## src/lwc_pkg.sv

```systemverilog
package lwc_pkg;

	localparam int CLK_MHZ = 100;

	// Register bus geometry.
	localparam int ADDR_W = 4;
	localparam int DATA_W = 16;

	// Register offsets.
	localparam logic [ADDR_W-1:0] MODE_CTRL_OFS = 4'h0;
	localparam logic [ADDR_W-1:0] INT_CTRL_OFS  = 4'h1;
	localparam logic [ADDR_W-1:0] INT_STAT_OFS  = 4'h2;
	localparam logic [ADDR_W-1:0] WD_STATE_OFS  = 4'h3;

	// Mode control fields.
	localparam int MODE_LSB = 0;
	localparam int BIAS_SEL_BIT = 2;

	// Interrupt control fields.
	localparam int CAN_STB_BIT = 0;
	localparam int LIN1_STB_BIT = 1;
	localparam int LIN2_STB_BIT = 2;
	localparam int FIRST_WAKE_EDGE_CFG_LSB = 3;
	localparam int SECOND_WAKE_EDGE_CFG_LSB = 5;
	localparam int FIRST_WAKE_SAMPLE_ENABLE_BIT = 7;
	localparam int SECOND_WAKE_SAMPLE_ENABLE_BIT = 8;

	// Interrupt status bits.
	localparam int IRQ_LIN1_WAKE = 0;
	localparam int IRQ_LIN2_WAKE = 1;
	localparam int IRQ_CAN_WAKE = 2;
	localparam int IRQ_PIN1_WAKE = 3;
	localparam int IRQ_PIN2_WAKE = 4;
	localparam int IRQ_CYCLIC = 5;
	localparam int IRQ_N = 6;

	// Operating mode field values.
	localparam logic [1:0] MODE_STBY = 2'h0;
	localparam logic [1:0] MODE_SLEEP = 2'h1;
	localparam logic [1:0] MODE_NORM_V2OFF = 2'h2;
	localparam logic [1:0] MODE_NORM_V2ON = 2'h3;

	// Wake edge configuration values.
	localparam logic [1:0] WIC_OFF = 2'h0;
	localparam logic [1:0] WIC_FALL = 2'h1;
	localparam logic [1:0] WIC_RISE = 2'h2;
	localparam logic [1:0] WIC_BOTH = 2'h3;

	// Reset values.
	localparam logic [DATA_W-1:0] MODE_CTRL_RST = 16'h0000;
	localparam logic [DATA_W-1:0] INT_CTRL_RST = 16'h0000;

	// Timing.
	localparam int LIN_WAKE_DOM_US = 30;
	localparam int LIN_WAKE_CYC = LIN_WAKE_DOM_US * CLK_MHZ;
	localparam int TX_DOM_TO_US = 20000;
	localparam int TX_DOM_TO_CYC = TX_DOM_TO_US * CLK_MHZ;
	localparam int MS_US = 1000;
	localparam int MS_CYC = MS_US * CLK_MHZ;
	localparam int BIAS_SHORT_MS = 16;
	localparam int BIAS_LONG_MS = 64;
	localparam int BIAS_ON_MS = 1;

	typedef enum logic [3:0] {
		ST_STBY  = 4'h1,
		ST_SLEEP = 4'h2,
		ST_NORM  = 4'h4,
		ST_OT    = 4'h8
	} lwc_state_t;

	typedef struct packed {
		logic       ot;
		logic       bat_uv;
		logic [1:0] lin_dom;
		logic       can_wake;
		logic [1:0] wake_pin;
		logic       wd_off;
		logic [1:0] txd;
	} lwc_pins_t;

	localparam lwc_pins_t PINS_RST = '{ot: 1'b0, bat_uv: 1'b0, lin_dom: 2'h0, can_wake: 1'b0,
		wake_pin: 2'h0, wd_off: 1'b0, txd: 2'h3};

endpackage : lwc_pkg
```

## src/lwc_core.sv

```systemverilog
`timescale 1ns/1ps
// Functional notes
// LIN channel active only in normal mode, standby bit 0, battery above recovery.
// Active receive output high for recessive bus, low for dominant.
// Standby bit 1 puts the LIN channel in low power with wake detection.
// Standby or sleep with standby bit 0 powers the LIN channel off.
// LIN bus wake accepted only after dominant lasts the minimum wake time.
// Undriven LIN transmit input reads high through a pull-up.
// Transmit low beyond the time-out disables the transmitter, bus recessive.
// Rising edge on transmit input resets its dominant time-out timer.
// Each wake pin has its own edge field: falling, rising, both, off.
// Enabled wake pin event in standby or normal sets a wake interrupt.
// Local wake event in sleep wakes the chip into standby.
// Wake level flags valid only while some wake edge field is nonzero.
// Sample-enable 1 samples wake pin on bias rising edge, else continuously.
// Bias sampling period is 16 ms or 64 ms by one control bit.
// Open-drain interrupt output low while any status bit pends.
// Host clears a status bit by writing 1; only those bits clear.
// Clearing bus wake status bits leaves the pending wake-up set.
// Pending wake cleared in normal mode while its standby bit is 0.
// Cyclic interrupt enabled on watchdog time-out entry, standby or normal, disable low.
// Cyclic status set on each watchdog overflow in time-out mode.
// Overtemp in normal or standby: reset low, limp on, supplies and transmitters off.
// Overtemp clearing moves the chip to standby.
// Mode field 00 standby with main supply on, 01 sleep with both off.
// Mode field 10 keeps the CAN supply off, 11 turns it on.
// Analog indications pass a two-stage synchroniser before use.
module lwc_core
	import lwc_pkg::*;
#(
	parameter int TX_TO_CYCLES = TX_DOM_TO_CYC,
	parameter int MS_CYCLES    = MS_CYC
)(
	input  wire logic              clk,
	input  wire logic              rst,
	input  wire logic [ADDR_W-1:0] reg_addr,
	input  wire logic [DATA_W-1:0] reg_wdata,
	input  wire logic              reg_wr,
	input  wire logic              reg_rd,
	output logic      [DATA_W-1:0] reg_rdata,
	input  wire lwc_pins_t         pins_in,
	input  wire logic              wd_timeout_mode,
	input  wire logic              wd_overflow,
	output logic      [1:0]        lin_rxd,
	output logic      [1:0]        lin_tx_dom,
	output logic      [1:0]        lin_active,
	output logic      [1:0]        lin_lowpower,
	output logic                   can_tx_en,
	output logic                   v1_en,
	output logic                   v2_en,
	output logic                   limp_home,
	output logic                   wake_bias_out,
	output logic                   irq_out_n_o,
	output logic                   irq_out_n_oe,
	output logic                   system_reset_out_n_o,
	output logic                   system_reset_out_n_oe
);

	generate
		if (TX_TO_CYCLES < 1 || TX_TO_CYCLES >= (1 << 24) || MS_CYCLES < 1
			|| MS_CYCLES >= (1 << 20))
		begin : g_bad_param
			$error("lwc_core: counter parameter out of range");
		end
	endgenerate

	lwc_pins_t          sync1_r;
	lwc_pins_t          sync2_r;
	lwc_state_t         state_r;
	logic [1:0]         mode_r;
	logic               bias_sel_r;
	logic [DATA_W-1:0]  ictl_r;
	logic [IRQ_N-1:0]   stat_r;
	logic [2:0]         pend_r;
	logic [1:0]         txd_q_r;
	logic [23:0]        tx_cnt_r [2];
	logic [1:0]         tx_off_r;
	logic [15:0]        wk_cnt_r [2];
	logic [1:0]         lin_wake_hit;
	logic               can_q_r;
	logic               can_hit;
	logic [19:0]        ms_cnt_r;
	logic [6:0]         bias_cnt_r;
	logic               bias_q_r;
	logic               bias_rise;
	logic [1:0]         samp_r;
	logic [1:0]         samp_q_r;
	logic [1:0]         pin_evt;
	logic               wd_mode_q_r;
	logic               ci_en_r;
	logic               any_wake;
	logic [1:0]         stb;
	logic [1:0]         wic [2];
	logic [1:0]         wse;
	logic               mode_wr;
	logic               stat_wr;
	logic               awake;
	logic [IRQ_N-1:0]   stat_set;

	function automatic logic edge_hit(input logic [1:0] cfg, input logic prev, input logic cur);
		edge_hit = ((cfg == WIC_FALL || cfg == WIC_BOTH) && prev && !cur)
			|| ((cfg == WIC_RISE || cfg == WIC_BOTH) && !prev && cur);
	endfunction : edge_hit

	function automatic lwc_state_t mode_state(input logic [1:0] m);
		case (m)
			MODE_STBY:  mode_state = ST_STBY;
			MODE_SLEEP: mode_state = ST_SLEEP;
			default:    mode_state = ST_NORM;
		endcase
	endfunction : mode_state

	assign stb = {ictl_r[LIN2_STB_BIT], ictl_r[LIN1_STB_BIT]};
	assign wic[0] = ictl_r[FIRST_WAKE_EDGE_CFG_LSB +: 2];
	assign wic[1] = ictl_r[SECOND_WAKE_EDGE_CFG_LSB +: 2];
	assign wse = {ictl_r[SECOND_WAKE_SAMPLE_ENABLE_BIT], ictl_r[FIRST_WAKE_SAMPLE_ENABLE_BIT]};
	assign awake = (state_r == ST_STBY) || (state_r == ST_NORM);
	assign mode_wr = reg_wr && reg_addr == MODE_CTRL_OFS;
	assign stat_wr = reg_wr && reg_addr == INT_STAT_OFS;

	// two-stage sync
	// The idle transmit pins reset high so a floating line reads recessive.
	// pull-up default
	always_ff @(posedge clk or posedge rst)
	begin
		if (rst)
		begin
			sync1_r <= PINS_RST;
			sync2_r <= PINS_RST;
		end
		else
		begin
			sync1_r <= pins_in;
			sync2_r <= sync1_r;
		end
	end

	// overtemp entry
	// overtemp exit
	// sleep wake-up
	always_ff @(posedge clk or posedge rst)
	begin
		if (rst)
			state_r <= ST_STBY;
		else
		begin
			case (state_r)
				ST_STBY, ST_NORM:
					if (sync2_r.ot)
						state_r <= ST_OT;
					else if (mode_wr)
						state_r <= mode_state(reg_wdata[MODE_LSB +: 2]);
				ST_SLEEP:
					if (any_wake)
						state_r <= ST_STBY;
				ST_OT:
					if (!sync2_r.ot)
						state_r <= ST_STBY;
				default:
					state_r <= ST_STBY;
			endcase
		end
	end

	// mode field
	always_ff @(posedge clk or posedge rst)
	begin
		if (rst)
		begin
			mode_r <= MODE_CTRL_RST[MODE_LSB +: 2];
			bias_sel_r <= MODE_CTRL_RST[BIAS_SEL_BIT];
		end
		else
		begin
			if (mode_wr)
				bias_sel_r <= reg_wdata[BIAS_SEL_BIT];
			if (awake && !sync2_r.ot && mode_wr)
				mode_r <= reg_wdata[MODE_LSB +: 2];
			else if ((state_r == ST_SLEEP && any_wake) || (awake && sync2_r.ot))
				mode_r <= MODE_STBY;
		end
	end

	always_ff @(posedge clk or posedge rst)
	begin
		if (rst)
			ictl_r <= INT_CTRL_RST;
		else if (reg_wr && reg_addr == INT_CTRL_OFS)
			ictl_r <= reg_wdata & 16'h01FF;
	end

	// Supplies and transceiver modes are registered so they never glitch.
	always_ff @(posedge clk or posedge rst)
	begin
		if (rst)
		begin
			lin_active <= 2'h0;
			lin_lowpower <= 2'h0;
			lin_rxd <= 2'h3;
			lin_tx_dom <= 2'h0;
			can_tx_en <= 1'b0;
			v1_en <= 1'b0;
			v2_en <= 1'b0;
			limp_home <= 1'b0;
			system_reset_out_n_oe <= 1'b0;
		end
		else
		begin
			for (int i = 0; i < 2; i++)
			begin
				// active condition
				lin_active[i] <= state_r == ST_NORM && !stb[i] && !sync2_r.bat_uv;
				// low power
				// off otherwise
				lin_lowpower[i] <= stb[i] && state_r != ST_OT;
				// receive polarity
				lin_rxd[i] <= lin_active[i] ? !sync2_r.lin_dom[i] : 1'b1;
				// transmitter disable
				lin_tx_dom[i] <= lin_active[i] && !txd_q_r[i] && !tx_off_r[i];
			end
			can_tx_en <= state_r == ST_NORM && !ictl_r[CAN_STB_BIT];
			// CAN supply
			v2_en <= state_r == ST_NORM && mode_r == MODE_NORM_V2ON;
			v1_en <= awake;
			limp_home <= state_r == ST_OT;
			system_reset_out_n_oe <= state_r == ST_OT;
		end
	end

	assign system_reset_out_n_o = 1'b0;

	// timer restart
	// dominant time-out
	always_ff @(posedge clk or posedge rst)
	begin
		if (rst)
		begin
			txd_q_r <= 2'h3;
			tx_off_r <= 2'h0;
			tx_cnt_r[0] <= 24'h000000;
			tx_cnt_r[1] <= 24'h000000;
		end
		else
		begin
			txd_q_r <= sync2_r.txd;
			for (int i = 0; i < 2; i++)
			begin
				if (sync2_r.txd[i])
				begin
					tx_cnt_r[i] <= 24'h000000;
					tx_off_r[i] <= 1'b0;
				end
				else if (tx_cnt_r[i] >= 24'(TX_TO_CYCLES))
					tx_off_r[i] <= 1'b1;
				else
					tx_cnt_r[i] <= tx_cnt_r[i] + 24'h000001;
			end
		end
	end

	// wake filter
	// A stretch of dominant counts once, so a stuck bus raises one wake only.
	always_ff @(posedge clk or posedge rst)
	begin
		if (rst)
		begin
			wk_cnt_r[0] <= 16'h0000;
			wk_cnt_r[1] <= 16'h0000;
		end
		else
		begin
			for (int i = 0; i < 2; i++)
			begin
				if (!lin_lowpower[i] || !sync2_r.lin_dom[i])
					wk_cnt_r[i] <= 16'h0000;
				else if (wk_cnt_r[i] < 16'(LIN_WAKE_CYC))
					wk_cnt_r[i] <= wk_cnt_r[i] + 16'h0001;
			end
		end
	end

	always_comb
	begin
		for (int i = 0; i < 2; i++)
			lin_wake_hit[i] = lin_lowpower[i] && sync2_r.lin_dom[i]
				&& wk_cnt_r[i] == 16'(LIN_WAKE_CYC - 1);
	end

	always_ff @(posedge clk or posedge rst)
	begin
		if (rst)
			can_q_r <= 1'b0;
		else
			can_q_r <= sync2_r.can_wake;
	end

	assign can_hit = ictl_r[CAN_STB_BIT] && sync2_r.can_wake && !can_q_r;

	// bias period
	always_ff @(posedge clk or posedge rst)
	begin
		if (rst)
		begin
			ms_cnt_r <= 20'h00000;
			bias_cnt_r <= 7'h00;
			bias_q_r <= 1'b0;
			wake_bias_out <= 1'b0;
		end
		else
		begin
			bias_q_r <= wake_bias_out;
			if (ms_cnt_r >= 20'(MS_CYCLES - 1))
			begin
				ms_cnt_r <= 20'h00000;
				if (bias_cnt_r >= 7'((bias_sel_r ? BIAS_LONG_MS : BIAS_SHORT_MS) - 1))
					bias_cnt_r <= 7'h00;
				else
					bias_cnt_r <= bias_cnt_r + 7'h01;
			end
			else
				ms_cnt_r <= ms_cnt_r + 20'h00001;
			wake_bias_out <= (|wse) && bias_cnt_r < 7'(BIAS_ON_MS);
		end
	end

	assign bias_rise = wake_bias_out && !bias_q_r;

	// sampling choice
	always_ff @(posedge clk or posedge rst)
	begin
		if (rst)
		begin
			samp_r <= 2'h0;
			samp_q_r <= 2'h0;
		end
		else
		begin
			samp_q_r <= samp_r;
			for (int i = 0; i < 2; i++)
				if (!wse[i] || bias_rise)
					samp_r[i] <= sync2_r.wake_pin[i];
		end
	end

	// edge selection
	always_comb
	begin
		for (int i = 0; i < 2; i++)
			pin_evt[i] = edge_hit(wic[i], samp_q_r[i], samp_r[i]);
	end

	assign any_wake = (|pin_evt) || (|lin_wake_hit) || can_hit;

	// cyclic enable
	always_ff @(posedge clk or posedge rst)
	begin
		if (rst)
		begin
			wd_mode_q_r <= 1'b0;
			ci_en_r <= 1'b0;
		end
		else
		begin
			wd_mode_q_r <= wd_timeout_mode;
			if (!wd_timeout_mode || sync2_r.wd_off)
				ci_en_r <= 1'b0;
			else if (!wd_mode_q_r && awake)
				ci_en_r <= 1'b1;
		end
	end

	always_comb
	begin
		stat_set = '0;
		// pin wake interrupt
		stat_set[IRQ_PIN1_WAKE] = pin_evt[0] && state_r != ST_OT;
		stat_set[IRQ_PIN2_WAKE] = pin_evt[1] && state_r != ST_OT;
		stat_set[IRQ_LIN1_WAKE] = lin_wake_hit[0];
		stat_set[IRQ_LIN2_WAKE] = lin_wake_hit[1];
		stat_set[IRQ_CAN_WAKE] = can_hit;
		// cyclic status
		stat_set[IRQ_CYCLIC] = ci_en_r && wd_timeout_mode && wd_overflow;
	end

	// write one clears
	// A set in the same cycle as its clear wins, so no event is lost.
	always_ff @(posedge clk or posedge rst)
	begin
		if (rst)
			stat_r <= '0;
		else
			stat_r <= (stat_r & ~(stat_wr ? reg_wdata[IRQ_N-1:0] : '0)) | stat_set;
	end

	// pending survives clear
	// pending cleared
	always_ff @(posedge clk or posedge rst)
	begin
		if (rst)
			pend_r <= 3'h0;
		else
		begin
			for (int i = 0; i < 2; i++)
				if (lin_wake_hit[i])
					pend_r[i] <= 1'b1;
				else if (state_r == ST_NORM && !stb[i])
					pend_r[i] <= 1'b0;
			if (can_hit)
				pend_r[2] <= 1'b1;
			else if (state_r == ST_NORM && !ictl_r[CAN_STB_BIT])
				pend_r[2] <= 1'b0;
		end
	end

	// open-drain request
	always_ff @(posedge clk or posedge rst)
	begin
		if (rst)
			irq_out_n_oe <= 1'b0;
		else
			irq_out_n_oe <= |stat_r;
	end

	assign irq_out_n_o = 1'b0;

	// level flag gating
	always_ff @(posedge clk or posedge rst)
	begin
		if (rst)
			reg_rdata <= '0;
		else if (reg_rd)
		begin
			case (reg_addr)
				MODE_CTRL_OFS: reg_rdata <= {13'h0000, bias_sel_r, mode_r};
				INT_CTRL_OFS:  reg_rdata <= ictl_r;
				INT_STAT_OFS:  reg_rdata <= {10'h000, stat_r};
				WD_STATE_OFS:  reg_rdata <= {3'h0, pend_r, tx_off_r, lin_active,
					state_r == ST_OT, ((wic[0] != WIC_OFF || wic[1] != WIC_OFF) ? samp_r : 2'h0),
					ci_en_r, mode_r};
				default:       reg_rdata <= '0;
			endcase
		end
		else
			reg_rdata <= '0;
	end
endmodule : lwc_core

```

## config.mk

```make
export PLATFORM = sky130hd
export DESIGN_NAME = lwc_core
export DESIGN_NICKNAME = d
export VERILOG_FILES = /design/src/lwc_pkg.sv /design/src/lwc_core.sv
export SDC_FILE = /design/constraint.sdc
export NUM_CORES = 1
export LEC_CHECK = 0
export BUFFER_PORTS_ARGS = -buffer_cell sky130_fd_sc_hd__buf_2
export CAP_MARGIN = 30
export CELL_PAD_IN_SITES_DETAIL_PLACEMENT = 0
export CELL_PAD_IN_SITES_GLOBAL_PLACEMENT = 2
export CORE_ASPECT_RATIO = 2
export CORE_MARGIN = 4
export CORE_UTILIZATION = 35
export CTS_CLUSTER_DIAMETER = 50
export DETAILED_ROUTE_END_ITERATION = 7
export PLACE_DENSITY = 0.76
export SLEW_MARGIN = 20
export SYNTH_ARGS = -nofsm -noshare
export SYNTH_HDL_FRONTEND = slang
export SYNTH_SLANG_ARGS = --single-unit
```

## constraint.sdc

```tcl
create_clock -name clk -period 5.8 [get_ports clk]
set_clock_uncertainty 0.05 [all_clocks]
set_input_delay 0.87 -clock clk [delete_from_list [all_inputs] [get_ports clk]]
set_output_delay 0.87 -clock clk [all_outputs]
set_load 0.005 [all_outputs]
```

==> flow_summary.json, run 1 <==
{
  "status": "finished, final reports clean",
  "clock_tree_from_tritoncts": "yes",
  "final_nets": 896,
  "post-dp-hpwl_mm": 13.35,
  "arrival_ns": 2.56,
  "router_iterations_before_antenna_repair": 4,
  "syn_avg_cell_area_sq_um": 10.62,
  "insertedDiodeCount": 0,
  "pwr-share-clk_pct": 39.6,
  "finalCritPeriodShare_pct": 38.77,
  "synthesis.yosys.warnings": 0,
  "setup_violations": 0,
  "report.power.total_w": 0.003180,
  "synth_cell_types": 65,
  "max-vdd-ir-drop_mv": 0.1851,
  "post_cts_buffers": 0,
  "clk_latency_ns": 0.45,
  "drt_first_iter_violations": 286,
  "route.detailed.drc": 0,
  "max_clock_freq_mhz": 444.7,
  "cp-end-kind": "flop",
  "fp.coreArea_sq_um": 23720,
  "antenna_found_initial": 0,
  "switching_share_pct": 27.44,
  "cp_cell_sequence": "ha_1 > nand2_1 > nor4_1 > nand2_1 > or3_1 > a21oi_1",
  "buffer_ports.inserted": 56,
  "ant_nets": 0,
  "power.sequential.fraction_pct": 49.3,
  "path_clk_slew_ns": 0.07,
  "synth_enable_flop_cells": 0,
  "startpoint_type": "flop",
  "holdBufCountCts": 0,
  "cts_htree_levels": 4,
  "grt_setup_unrepaired": "false",
  "detail_route.wl_per_cell_microns": 16.64,
  "postSynthCellCount": 792,
  "floorplan.io_pins": 69,
  "power_leakage_nw": 4.189,
  "root_buffer": "sky130_fd_sc_hd__clkbuf_16",
  "combPwrFrac_pct": 11.1,
  "final_common_cell": "sky130_fd_sc_hd__dfrtp_1",
  "n_fill_cell": 2334,
  "timing_worst_slew_pin_value_ns": 0.8208,
  "timing.critical_path.mode_cell": "sky130_fd_sc_hd__nand2_1",
  "final_layout_size_suffix_gt1_share_pct": 15.06,
  "place.gp.congestion": 0.7674,
  "grt.overflow.total": 0,
  "die_area_sq_um": 26730,
  "hold_class": "flop to flop",
  "timing.final.hold_violations": 0,
  "power.net_switching_w": 0.0008726,
  "grt_pass1_wl_mm": 31.63,
  "initial_utilization_pct": 35.45,
  "layout.cells.non_filler": 1150,
  "grt_max_degree": 192,
  "cap_violations": 0,
  "fin_tns_setup_ns": 0,
  "dr_total_vias": 5912,
  "core.rowCount": 80,
  "critical_path_peak_fanout": 4,
  "cts_inserted_buffers": 17,
  "postSynth.topFlopCell": "sky130_fd_sc_hd__dfrtp_1",
  "path_delay_family": "simple AND/OR/NAND/NOR gates",
  "crit_slowest_cell": "sky130_fd_sc_hd__nor4_1",
  "syn_area_sq_um": 8411,
  "cts-resized-gates": 0,
  "via_count_of_the_first_global_routing_pass": 6020,
  "fp.dieW_microns": 117.6,
  "ys_seq_elements": 191,
  "routed_wirelength_mm": 19.14,
  "timing.final.crit_period_ns": 2.249,
  "avgViaCountPerCell": 5.141,
  "die-height_microns": 227.2,
  "power_density_nw_per_um2": 329.9,
  "layout_common_cells": "182 x sky130_fd_sc_hd__dfrtp_1, 94 x sky130_fd_sc_hd__nor2_1, 64 x sky130_fd_sc_hd__nand2_1",
  "grt.total_usage_pct": 14.94,
  "synth_seq_area_share_pct": 56.96,
  "p_int_w": 0.002307,
  "dpl.cell_count": 1116,
  "critical_path_buf_inv_count": 0,
  "max_root_sink_buffers": 2,
  "cts_num_sinks": 191,
  "critical_path.max_stage_delay_ns": 0.74,
  "critPathKind": "flop to flop",
  "layout_overhead_on_the_synthesized_area_pct": 14.61,
  "worst-endpoint-required_ns": 6.11,
  "slew_viol_final": 0,
  "synth_async_sr_flop_share_pct": 100.0,
  "slew_headroom_pct": 44.77
}
[through the flow]
stage               hold WS, ns  instance area, sq um  util [%]  setup WS, ns
finish                   0.2984                  9639     40.63         3.551
detailed placement       0.2855                  8971     37.82         3.204
floorplan                0.2812                  8441         -         2.425
global route             0.3057                  9639     40.63         3.300
CTS                      0.3017                  9600     40.47         3.409
global placement         0.2841                  8964     37.78         3.207
[cell families (layout without fill, tap and decap cells)]
logic type	count (synthesis)	count (layout)	synth area share [%]
fa+ha+maj	10	10	1.488
compound gates	109	109	8.688
flops	191	191	56.96
mux	25	25	3.332
other cells	1	8	0.04459
xor+xnor	52	52	5.415
buf+inv	51	115	2.692
simple gates	353	353	21.38
[area by class of cell]
class                           count  area, sq um  area share (%)
Timing Repair Buffer               61        354.1           3.673
Multi-Input combinational cell    557         3420           35.48
Clock inverter                     14        190.2           1.973
Sequential cell                   191         4791           49.70
Tap cell                          287        359.1           3.725
Inverter                           22        86.33          0.8956
Clock buffer                       18        439.2           4.556
[worst reg2reg max path: stages (launching register included)]
cell and delay [ns]:
sky130_fd_sc_hd__dfrtp_1 0.41, sky130_fd_sc_hd__ha_1 0.25, sky130_fd_sc_hd__nand2_1 0.10, sky130_fd_sc_hd__nor4_1 0.74
sky130_fd_sc_hd__nand2_1 0.13, sky130_fd_sc_hd__or3_1 0.34, sky130_fd_sc_hd__a21oi_1 0.15
[metal layers]
metal	vias up	share of wire (%)	wire [microns]	global-route usage (%)
li1	2907	-	-	-
met1	2902	41	7778	16.32
met2	76	54	10340	27.39
met3	27	2.5	478	3.158
met4	0	2.8	535	7.462
met5	-	0	0	0
[flip-flops by register name, summed over array words and instances, names as in the netlist, 3 cells and up]
register    cells
tx_cnt_r       48
wk_cnt_r       32
ms_cnt_r       20
reg_rdata      13
sync1_r        10
sync2_r        10
ictl_r          9
bias_cnt_r      7
stat_r          6
state_r         4
pend_r          3
[synthesized netlist by cell type (all sizes together), types with 14 or more instances]
| master | number | area [sq um] |
|---|---|---|
| dfrtp | 182 | 4554 |
| nor2 | 94 | 352.8 |
| nand2 | 64 | 240.2 |
| xnor2 | 42 | 367.9 |
| nand3 | 39 | 200.2 |
| o21ai | 32 | 160.1 |
| a21oi | 26 | 130.1 |
| and3 | 26 | 163.9 |
| nor3 | 25 | 125.1 |
| inv | 22 | 82.58 |
| nor4 | 20 | 131.4 |
| or3 | 18 | 117.6 |
| clkbuf | 16 | 61.30 |
| mux2 | 14 | 157.7 |
| nand4 | 14 | 87.58 |
[power by group through the flow]
stage | registers [W] | logic (W) | clock network [W]
final | 0.00157 | 0.000354 | 0.00126
after global routing | 0.00158 | 0.000405 | 0.00135
after global placement | 0.00159 | 0.000359 | 0
after floorplan | 0.00154 | 0.000269 | 0
after detailed placement | 0.00159 | 0.000360 | 0
after CTS | 0.00157 | 0.000361 | 0.00130
[worst paths after layout]
kind | startpoint | endpoint | slack [ns] | depth (start not counted)
setup reg to reg | tx_cnt_r[24]$_DFFE_PP0P_ | tx_cnt_r[42]$_DFFE_PP0P_ | 3.55 | 6
max in group asynchronous | rst | tx_cnt_r[13]$_DFFE_PP0P_ | 4.26 | 4
hold / removal | sync1_r[7]$_DFF_PP0_ | sync2_r[7]$_DFF_PP0_ | 0.30 | 0
setup / recovery | tx_cnt_r[24]$_DFFE_PP0P_ | tx_cnt_r[42]$_DFFE_PP0P_ | 3.55 | 6
hold reg to reg | sync1_r[7]$_DFF_PP0_ | sync2_r[7]$_DFF_PP0_ | 0.30 | 0
min in group asynchronous | rst | ms_cnt_r[14]$_DFF_PP0_ | 0.43 | 3
(Power assumes the default switching activity.)
==> run 2: changes to the inputs <==
--- a/config.mk
+++ b/config.mk
@@ -5,16 +5,17 @@
 export SDC_FILE = /design/constraint.sdc
 export NUM_CORES = 1
 export LEC_CHECK = 0
+export ABC_AREA = 1
 export BUFFER_PORTS_ARGS = -buffer_cell sky130_fd_sc_hd__buf_2
 export CAP_MARGIN = 30
 export CELL_PAD_IN_SITES_DETAIL_PLACEMENT = 0
 export CELL_PAD_IN_SITES_GLOBAL_PLACEMENT = 2
 export CORE_ASPECT_RATIO = 2
 export CORE_MARGIN = 4
-export CORE_UTILIZATION = 35
+export CORE_UTILIZATION = 33
 export CTS_CLUSTER_DIAMETER = 50
 export DETAILED_ROUTE_END_ITERATION = 7
-export PLACE_DENSITY = 0.76
+export PLACE_DENSITY = 0.77
 export SLEW_MARGIN = 20
 export SYNTH_ARGS = -nofsm -noshare
 export SYNTH_HDL_FRONTEND = slang
==> constraint.sdc (replaced) <==
create_clock -name clk -period 2 [get_ports clk]
set_clock_uncertainty 0.05 [all_clocks]
set_input_delay 0.3 -clock clk [delete_from_list [all_inputs] [get_ports clk]]
set_output_delay 0.3 -clock clk [all_outputs]
set_load 0.005 [all_outputs]
==> flow_summary.json, run 2 <==
{
  "final_layout_size_suffix_gt1_share_pct": 12.27,
  "max_flop_register": "tx_cnt_r",
  "rrSetupSlack_ns": 0.21,
  "crit_path_start": "tx_cnt_r[36]$_DFFE_PP0P_",
  "layout_overhead_on_the_synthesized_area_pct": 17.76,
  "avgViaCountPerCell": 4.755,
  "synth_async_sr_flop_share_pct": 100.0,
  "fp.coreArea_sq_um": 27440,
  "initial_utilization_pct": 33.37,
  "path_delay_family": "simple AND/OR/NAND/NOR gates",
  "cap_violations": 0,
  "cts_num_sinks": 191,
  "grt_setup_unrepaired": "false",
  "via_count_of_the_first_global_routing_pass": 7439,
  "route.detailed.drc": 0,
  "grt_pass1_wl_mm": 38.62,
  "startpoint_type": "flop",
  "clock_tree_from_tritoncts": "yes",
  "finalCritPeriodShare_pct": 89.44,
  "synthesis.yosys.warnings": 0,
  "die_area_sq_um": 30640,
  "global_route_met3_usage_pct": 3.050,
  "ant_nets": 0,
  "cp_cell_sequence": "nor2_1 > nand4_1 > nand2_1 > nand2_1 > inv_1 > buf_4 > nand2_1 > a21oi_1",
  "detail_route.wl_per_cell_microns": 15.06,
  "hold_class": "input pin to flop",
  "cts_inserted_buffers": 17,
  "synthDominantCellAreaShare_pct": 49.74,
  "final_nets": 1247,
  "regToRegStartpoint": "tx_cnt_r[36]$_DFFE_PP0P_",
  "ys_seq_elements": 191,
  "critPathKind": "flop to flop",
  "drt_first_iter_violations": 395,
  "grt.total_usage_pct": 15.95,
  "dr_total_vias": 7447,
  "synth_largest_area_cell": "sky130_fd_sc_hd__dfrtp_1",
  "critical_path_peak_fanout": 9,
  "grt_max_degree": 55,
  "power_density_nw_per_um2": 838.1,
  "synth_seq_area_share_pct": 52.32,
  "arrival_ns": 2.12,
  "antenna_found_initial": 0,
  "most_used_standard_cells_in_the_synthesized_netlist": "245 x sky130_fd_sc_hd__nand2_1, 182 x sky130_fd_sc_hd__dfrtp_1, 150 x sky130_fd_sc_hd__nor2_1, 130 x sky130_fd_sc_hd__inv_1, 110 x sky130_fd_sc_hd__nand3_1",
  "power_leakage_nw": 5.103,
  "globalRoute.busiestLayer": "met2",
  "buffer_ports.inserted": 56,
  "fin_tns_setup_ns": 0,
  "timing.final.crit_period_ns": 1.789,
  "routed_wirelength_mm": 23.58,
  "synth.most_common_cell": "sky130_fd_sc_hd__nand2_1",
  "die-height_microns": 243.6,
  "cts_htree_levels": 4,
  "router_iterations_before_antenna_repair": 4,
  "synth_enable_flop_cells": 0,
  "place.gp.congestion": 0.7985,
  "critical_path.max_stage_delay_ns": 0.47,
  "fp.dieW_microns": 125.8,
  "status": "finished, final reports clean",
  "hold_path.startpoint": "reg_wdata[0]",
  "postSynthCellCount": 1104,
  "crit_slowest_cell": "sky130_fd_sc_hd__dfrtp_1",
  "setup_violations": 0,
  "timing.final.hold_violations": 0,
  "timing.final.ws_setup_ns": 0.2112,
  "slew_headroom_pct": 65.40,
  "grt.overflow.total": 0,
  "final_common_cell": "sky130_fd_sc_hd__nand2_1",
  "slew_viol_final": 0,
  "global_route.usage.met1_pct": 16.64,
  "timing.critical_path.mode_cell": "sky130_fd_sc_hd__nand2_1",
  "layout_common_cells": "245 x sky130_fd_sc_hd__nand2_1, 182 x sky130_fd_sc_hd__dfrtp_1, 150 x sky130_fd_sc_hd__nor2_1",
  "syn_avg_cell_area_sq_um": 8.294,
  "synth_cell_types": 43,
  "post-dp-hpwl_mm": 17.92,
  "max_root_sink_buffers": 2,
  "largest_register_ff_count": 48,
  "timing_worst_slew_pin_value_ns": 0.5179,
  "netlist_top_cells_area": "sky130_fd_sc_hd__dfrtp_1 50%, sky130_fd_sc_hd__nand2_1 10%, sky130_fd_sc_hd__nor2_1 6.1%, sky130_fd_sc_hd__nand3_1 6.0%, sky130_fd_sc_hd__inv_1 5.3%",
  "syn_area_sq_um": 9156,
  "insertedDiodeCount": 0,
  "max_clock_freq_mhz": 559.0,
  "largestRegisters": "tx_cnt_r (48), wk_cnt_r (32), ms_cnt_r (20)",
  "dpl_worst_slack_ns": 0.1884,
  "clk_latency_ns": 0.45,
  "max-vdd-ir-drop_mv": 0.5580,
  "core.rowCount": 86,
  "grt.met2_usage_pct": 30.95,
  "floorplan.io_pins": 69,
  "worst-endpoint-required_ns": 2.33,
  "root_buffer": "sky130_fd_sc_hd__clkbuf_16",
  "critical_path_buf_inv_count": 2,
  "path_clk_slew_ns": 0.08,
  "cp-end-kind": "flop",
  "postSynth.topFlopCell": "sky130_fd_sc_hd__dfrtp_1"
}
## run 2: report_power, final
group | internal [W] | switching [W]
Combinational | 0.000402 | 0.000675
Sequential | 0.00415 | 0.000253
Clock | 0.00185 | 0.00171
Total | 0.00640 | 0.00264
## run 2: repair_timing
item | 4_1_cts | 5_1_grt
gates resized for setup | 0 | 0
endpoints found under the hold margin | 22 | 0
hold buffers | 12 | 0
setup endpoints to repair | 0 | 0
buffers inserted | 0 | 0
## run 2: kinds of logic (layout without fill, tap and decap cells)
group	after synthesis	after routing	synth area share, %
adder cells (fa/ha/maj)	10	10	1.366
multiplexers	2	2	0.2460
buffers and inverters	164	267	7.475
AO/OA/AOI/OAI	96	96	6.081
AND/OR/NAND/NOR	600	600	28.64
other	1	8	0.04096
XOR/XNOR	40	40	3.826
flip-flops	191	191	52.32
## run 2: tightest hold or removal path, delay by kind of cell
| family | cells | cell delay [ns] |
|---|---|---|
| buffers and inverters | 1 | 0.10 |
| AND/OR/NAND/NOR | 2 | 0.11 |
## run 2: final cells by class
class	count	area, sq um
fillers	2869	16660
flip-flops and latches	191	4791
multi-input cells	756	3707
repair buffers	100	703.2
inverters	135	510.5
well taps	352	440.4
clock buffers	18	439.2
clock inverters	14	191.4
## run 2: per-layer routing
metal  vias up  part of all wire, %
met5         -                    0
met4         0                  2.5
met3        35                  2.5
met2        99                   57
met1      3556                   38
li1       3757                    -
## run 2: worst paths after layout
path | depth (start not counted) | endpoint
max in group asynchronous | 4 | state_r[0]$_DFFE_PP1P_
max | 8 | tx_cnt_r[26]$_DFFE_PP0P_
min reg2reg | 0 | sync2_r[8]$_DFF_PP0_
min | 3 | mode_r[0]$_DFFE_PP0P_
max reg2reg | 8 | tx_cnt_r[26]$_DFFE_PP0P_
min in group asynchronous | 3 | tx_cnt_r[26]$_DFFE_PP0P_
## run 2: metrics by stage
step	instance area (sq um)	hold WS [ns]	util (%)	cells	total power [W]
6_report	10780	0.04569	39.30	1566	0.009037
4_1_cts	10780	0.02168	39.30	1566	0.009220
3_3_place_gp	10030	0.2844	36.56	1522	0.005544
3_5_place_dp	10030	0.2847	36.56	1522	0.005569
2_1_floorplan	9186	0.2545	-	1111	0.005134
5_1_grt	10780	0.02464	39.30	1566	0.009553
==> run 3: changes to the inputs <==
--- a/config.mk
+++ b/config.mk
@@ -16,6 +16,7 @@
 export CTS_CLUSTER_DIAMETER = 50
 export DETAILED_ROUTE_END_ITERATION = 7
 export PLACE_DENSITY = 0.77
+export SETUP_SLACK_MARGIN = 0.4
 export SLEW_MARGIN = 20
 export SYNTH_ARGS = -nofsm -noshare
 export SYNTH_HDL_FRONTEND = slang
==> flow_summary.json, run 3 (same netlist as run 2, synthesis figures left out) <==
{
  "drt_first_iter_violations": 369,
  "fin_worst_hold_slack_ns": 0.04737,
  "grt.total_usage_pct": 16.17,
  "global_route_met3_usage_pct": 3.050,
  "hold_class": "input pin to flop",
  "timing.final.hold_violations": 0,
  "final_nets": 1290,
  "largestRegisters": "tx_cnt_r (48), wk_cnt_r (32), ms_cnt_r (20)",
  "clk_latency_ns": 0.45,
  "final_layout_size_suffix_gt1_share_pct": 22.59,
  "cts_inserted_buffers": 17,
  "path_clk_slew_ns": 0.08,
  "initial_utilization_pct": 33.37,
  "post-dp-hpwl_mm": 17.92,
  "routed_wirelength_mm": 24.75,
  "power_leakage_nw": 5.373,
  "cap_violations": 0,
  "power_density_nw_per_um2": 793.3,
  "floorplan.io_pins": 69,
  "setup_violations": 0,
  "layout.cells.non_filler": 1609,
  "critical_path_peak_fanout": 13,
  "core.rowCount": 86,
  "detail_route.wl_per_cell_microns": 15.38,
  "buffer_ports.inserted": 56,
  "dr_total_vias": 7667,
  "layout_overhead_on_the_synthesized_area_pct": 26.74,
  "critPathKind": "flop to flop",
  "multi_input_combinational_cell_area_sq_um": 4078,
  "route.detailed.drc": 0,
  "antenna_found_initial": 0,
  "largest_register_ff_count": 48,
  "fp.dieW_microns": 125.8,
  "dpl.cell_count": 1522,
  "timing.final.crit_period_ns": 1.599,
  "dpl_worst_slack_ns": 0.1884,
  "worst-endpoint-required_ns": 2.30,
  "grt_pass1_wl_mm": 39.14,
  "place.gp.congestion": 0.7985,
  "avgViaCountPerCell": 4.765,
  "grt.overflow.total": 0,
  "layout_common_cells": "238 x sky130_fd_sc_hd__nand2_1, 163 x sky130_fd_sc_hd__dfrtp_1, 129 x sky130_fd_sc_hd__nor2_1",
  "max-vdd-ir-drop_mv": 0.5618,
  "fp.coreArea_sq_um": 27440,
  "design_area_sq_um": 11600,
  "globalRoute.busiestLayer": "met2",
  "cts_htree_levels": 4,
  "die_area_sq_um": 30640,
  "max_flop_register": "tx_cnt_r",
  "startpoint_type": "flop",
  "arrival_ns": 1.90,
  "global_route.usage.met1_pct": 16.64,
  "via_count_of_the_first_global_routing_pass": 7554,
  "max_clock_freq_mhz": 625.4,
  "status": "finished, final reports clean",
  "root_buffer": "sky130_fd_sc_hd__clkbuf_16",
  "die-height_microns": 243.6,
  "router_iterations_before_antenna_repair": 4,
  "grt.met2_usage_pct": 31.51,
  "grt_setup_unrepaired": "true",
  "finalCritPeriodShare_pct": 79.94,
  "ff_latch_area_sq_um": 4815,
  "placed_cell_area_sq_um": 10030,
  "ant_nets": 0,
  "insertedDiodeCount": 0,
  "n_fill_cell": 2817,
  "cts_num_sinks": 191,
  "timing.final.ws_setup_ns": 0.4011,
  "timing_worst_slew_pin_value_ns": 0.5182,
  "max_root_sink_buffers": 2,
  "slew_viol_final": 0,
  "final_common_cell": "sky130_fd_sc_hd__nand2_1",
  "slew_headroom_pct": 65.38,
  "fin_tns_setup_ns": 0,
  "clock_tree_from_tritoncts": "yes",
  "cp-end-kind": "flop",
  "grt_max_degree": 55
}
[run 3: cell count changes in the layout (fill, tap and decap cells not counted), moves of 13 or more]
cell,delta
sky130_fd_sc_hd__nor2_1,-21
sky130_fd_sc_hd__nor2_2,+16
sky130_fd_sc_hd__nand3_1,-13
sky130_fd_sc_hd__dfrtp_2,+19
sky130_fd_sc_hd__dfrtp_1,-19
sky130_fd_sc_hd__buf_4,+32
[run 3: routing by layer]
layer / share of wire (%) / up-vias
li1: - / 3853
met1: 37 / 3678
met2: 57 / 96
met3: 2.4 / 40
met4: 2.9 / 0
met5: 0 / -
[run 3: area by class of cell]
cell class | instances | share of cell area, %
multi-input combinational | 757 | 35.14
clock inverter | 14 | 1.650
clock buffer | 18 | 3.784
inverter | 135 | 4.593
tap | 352 | 3.795
sequential | 191 | 41.49
timing repair buffer | 142 | 9.553
[run 3: path summary, 6_finish.rpt]
kind                                          startpoint  cells after the start  slack (ns)                  endpoint
worst max register to register  tx_cnt_r[34]$_DFFE_PP0P_                      6        0.40  tx_cnt_r[34]$_DFFE_PP0P_
worst min-delay path                        reg_wdata[0]                      3        0.05     mode_r[0]$_DFFE_PP0P_
min in group asynchronous                            rst                      3        0.39  tx_cnt_r[26]$_DFFE_PP0P_
worst max-delay path            tx_cnt_r[34]$_DFFE_PP0P_                      6        0.40  tx_cnt_r[34]$_DFFE_PP0P_
max in group asynchronous                            rst                      4        0.80    state_r[0]$_DFFE_PP1P_
worst min register to register      sync1_r[8]$_DFF_PP0_                      0        0.30      sync2_r[8]$_DFF_PP0_
[run 3: through the flow]
stage | power, W | util [%]
global placement | 0.005544 | 36.56
detailed placement | 0.005569 | 36.56
floorplan | 0.005134 | -
finish | 0.009207 | 42.29
CTS | 0.009247 | 40.08
global route | 0.009724 | 42.29
[run 3: what timing repair did]
item                                    in CTS  in global routing
endpoints found under the hold margin       22                  0
hold buffers                                12                  0
setup buffers                               12                 27
endpoints found under the setup margin      72                 87
pin swaps                                    5                 19
resized for setup                           39                 95
cloned                                       0                  4
[run 3: where the power goes]
part	internal [W]	switching (W)	leakage, nW
clock	0.00185	0.00171	0.307
combinational	0.000494	0.000733	2.58
sequential	0.00416	0.000263	2.48
[run 3: critical path, stage by stage, from the launching register on]
cell and delay, ns:
sky130_fd_sc_hd__dfrtp_1 0.43, sky130_fd_sc_hd__nand2_1 0.15, sky130_fd_sc_hd__nand4_1 0.21, sky130_fd_sc_hd__nand2_2 0.15
sky130_fd_sc_hd__nand2_4 0.13, sky130_fd_sc_hd__buf_6 0.18, sky130_fd_sc_hd__o31ai_1 0.21
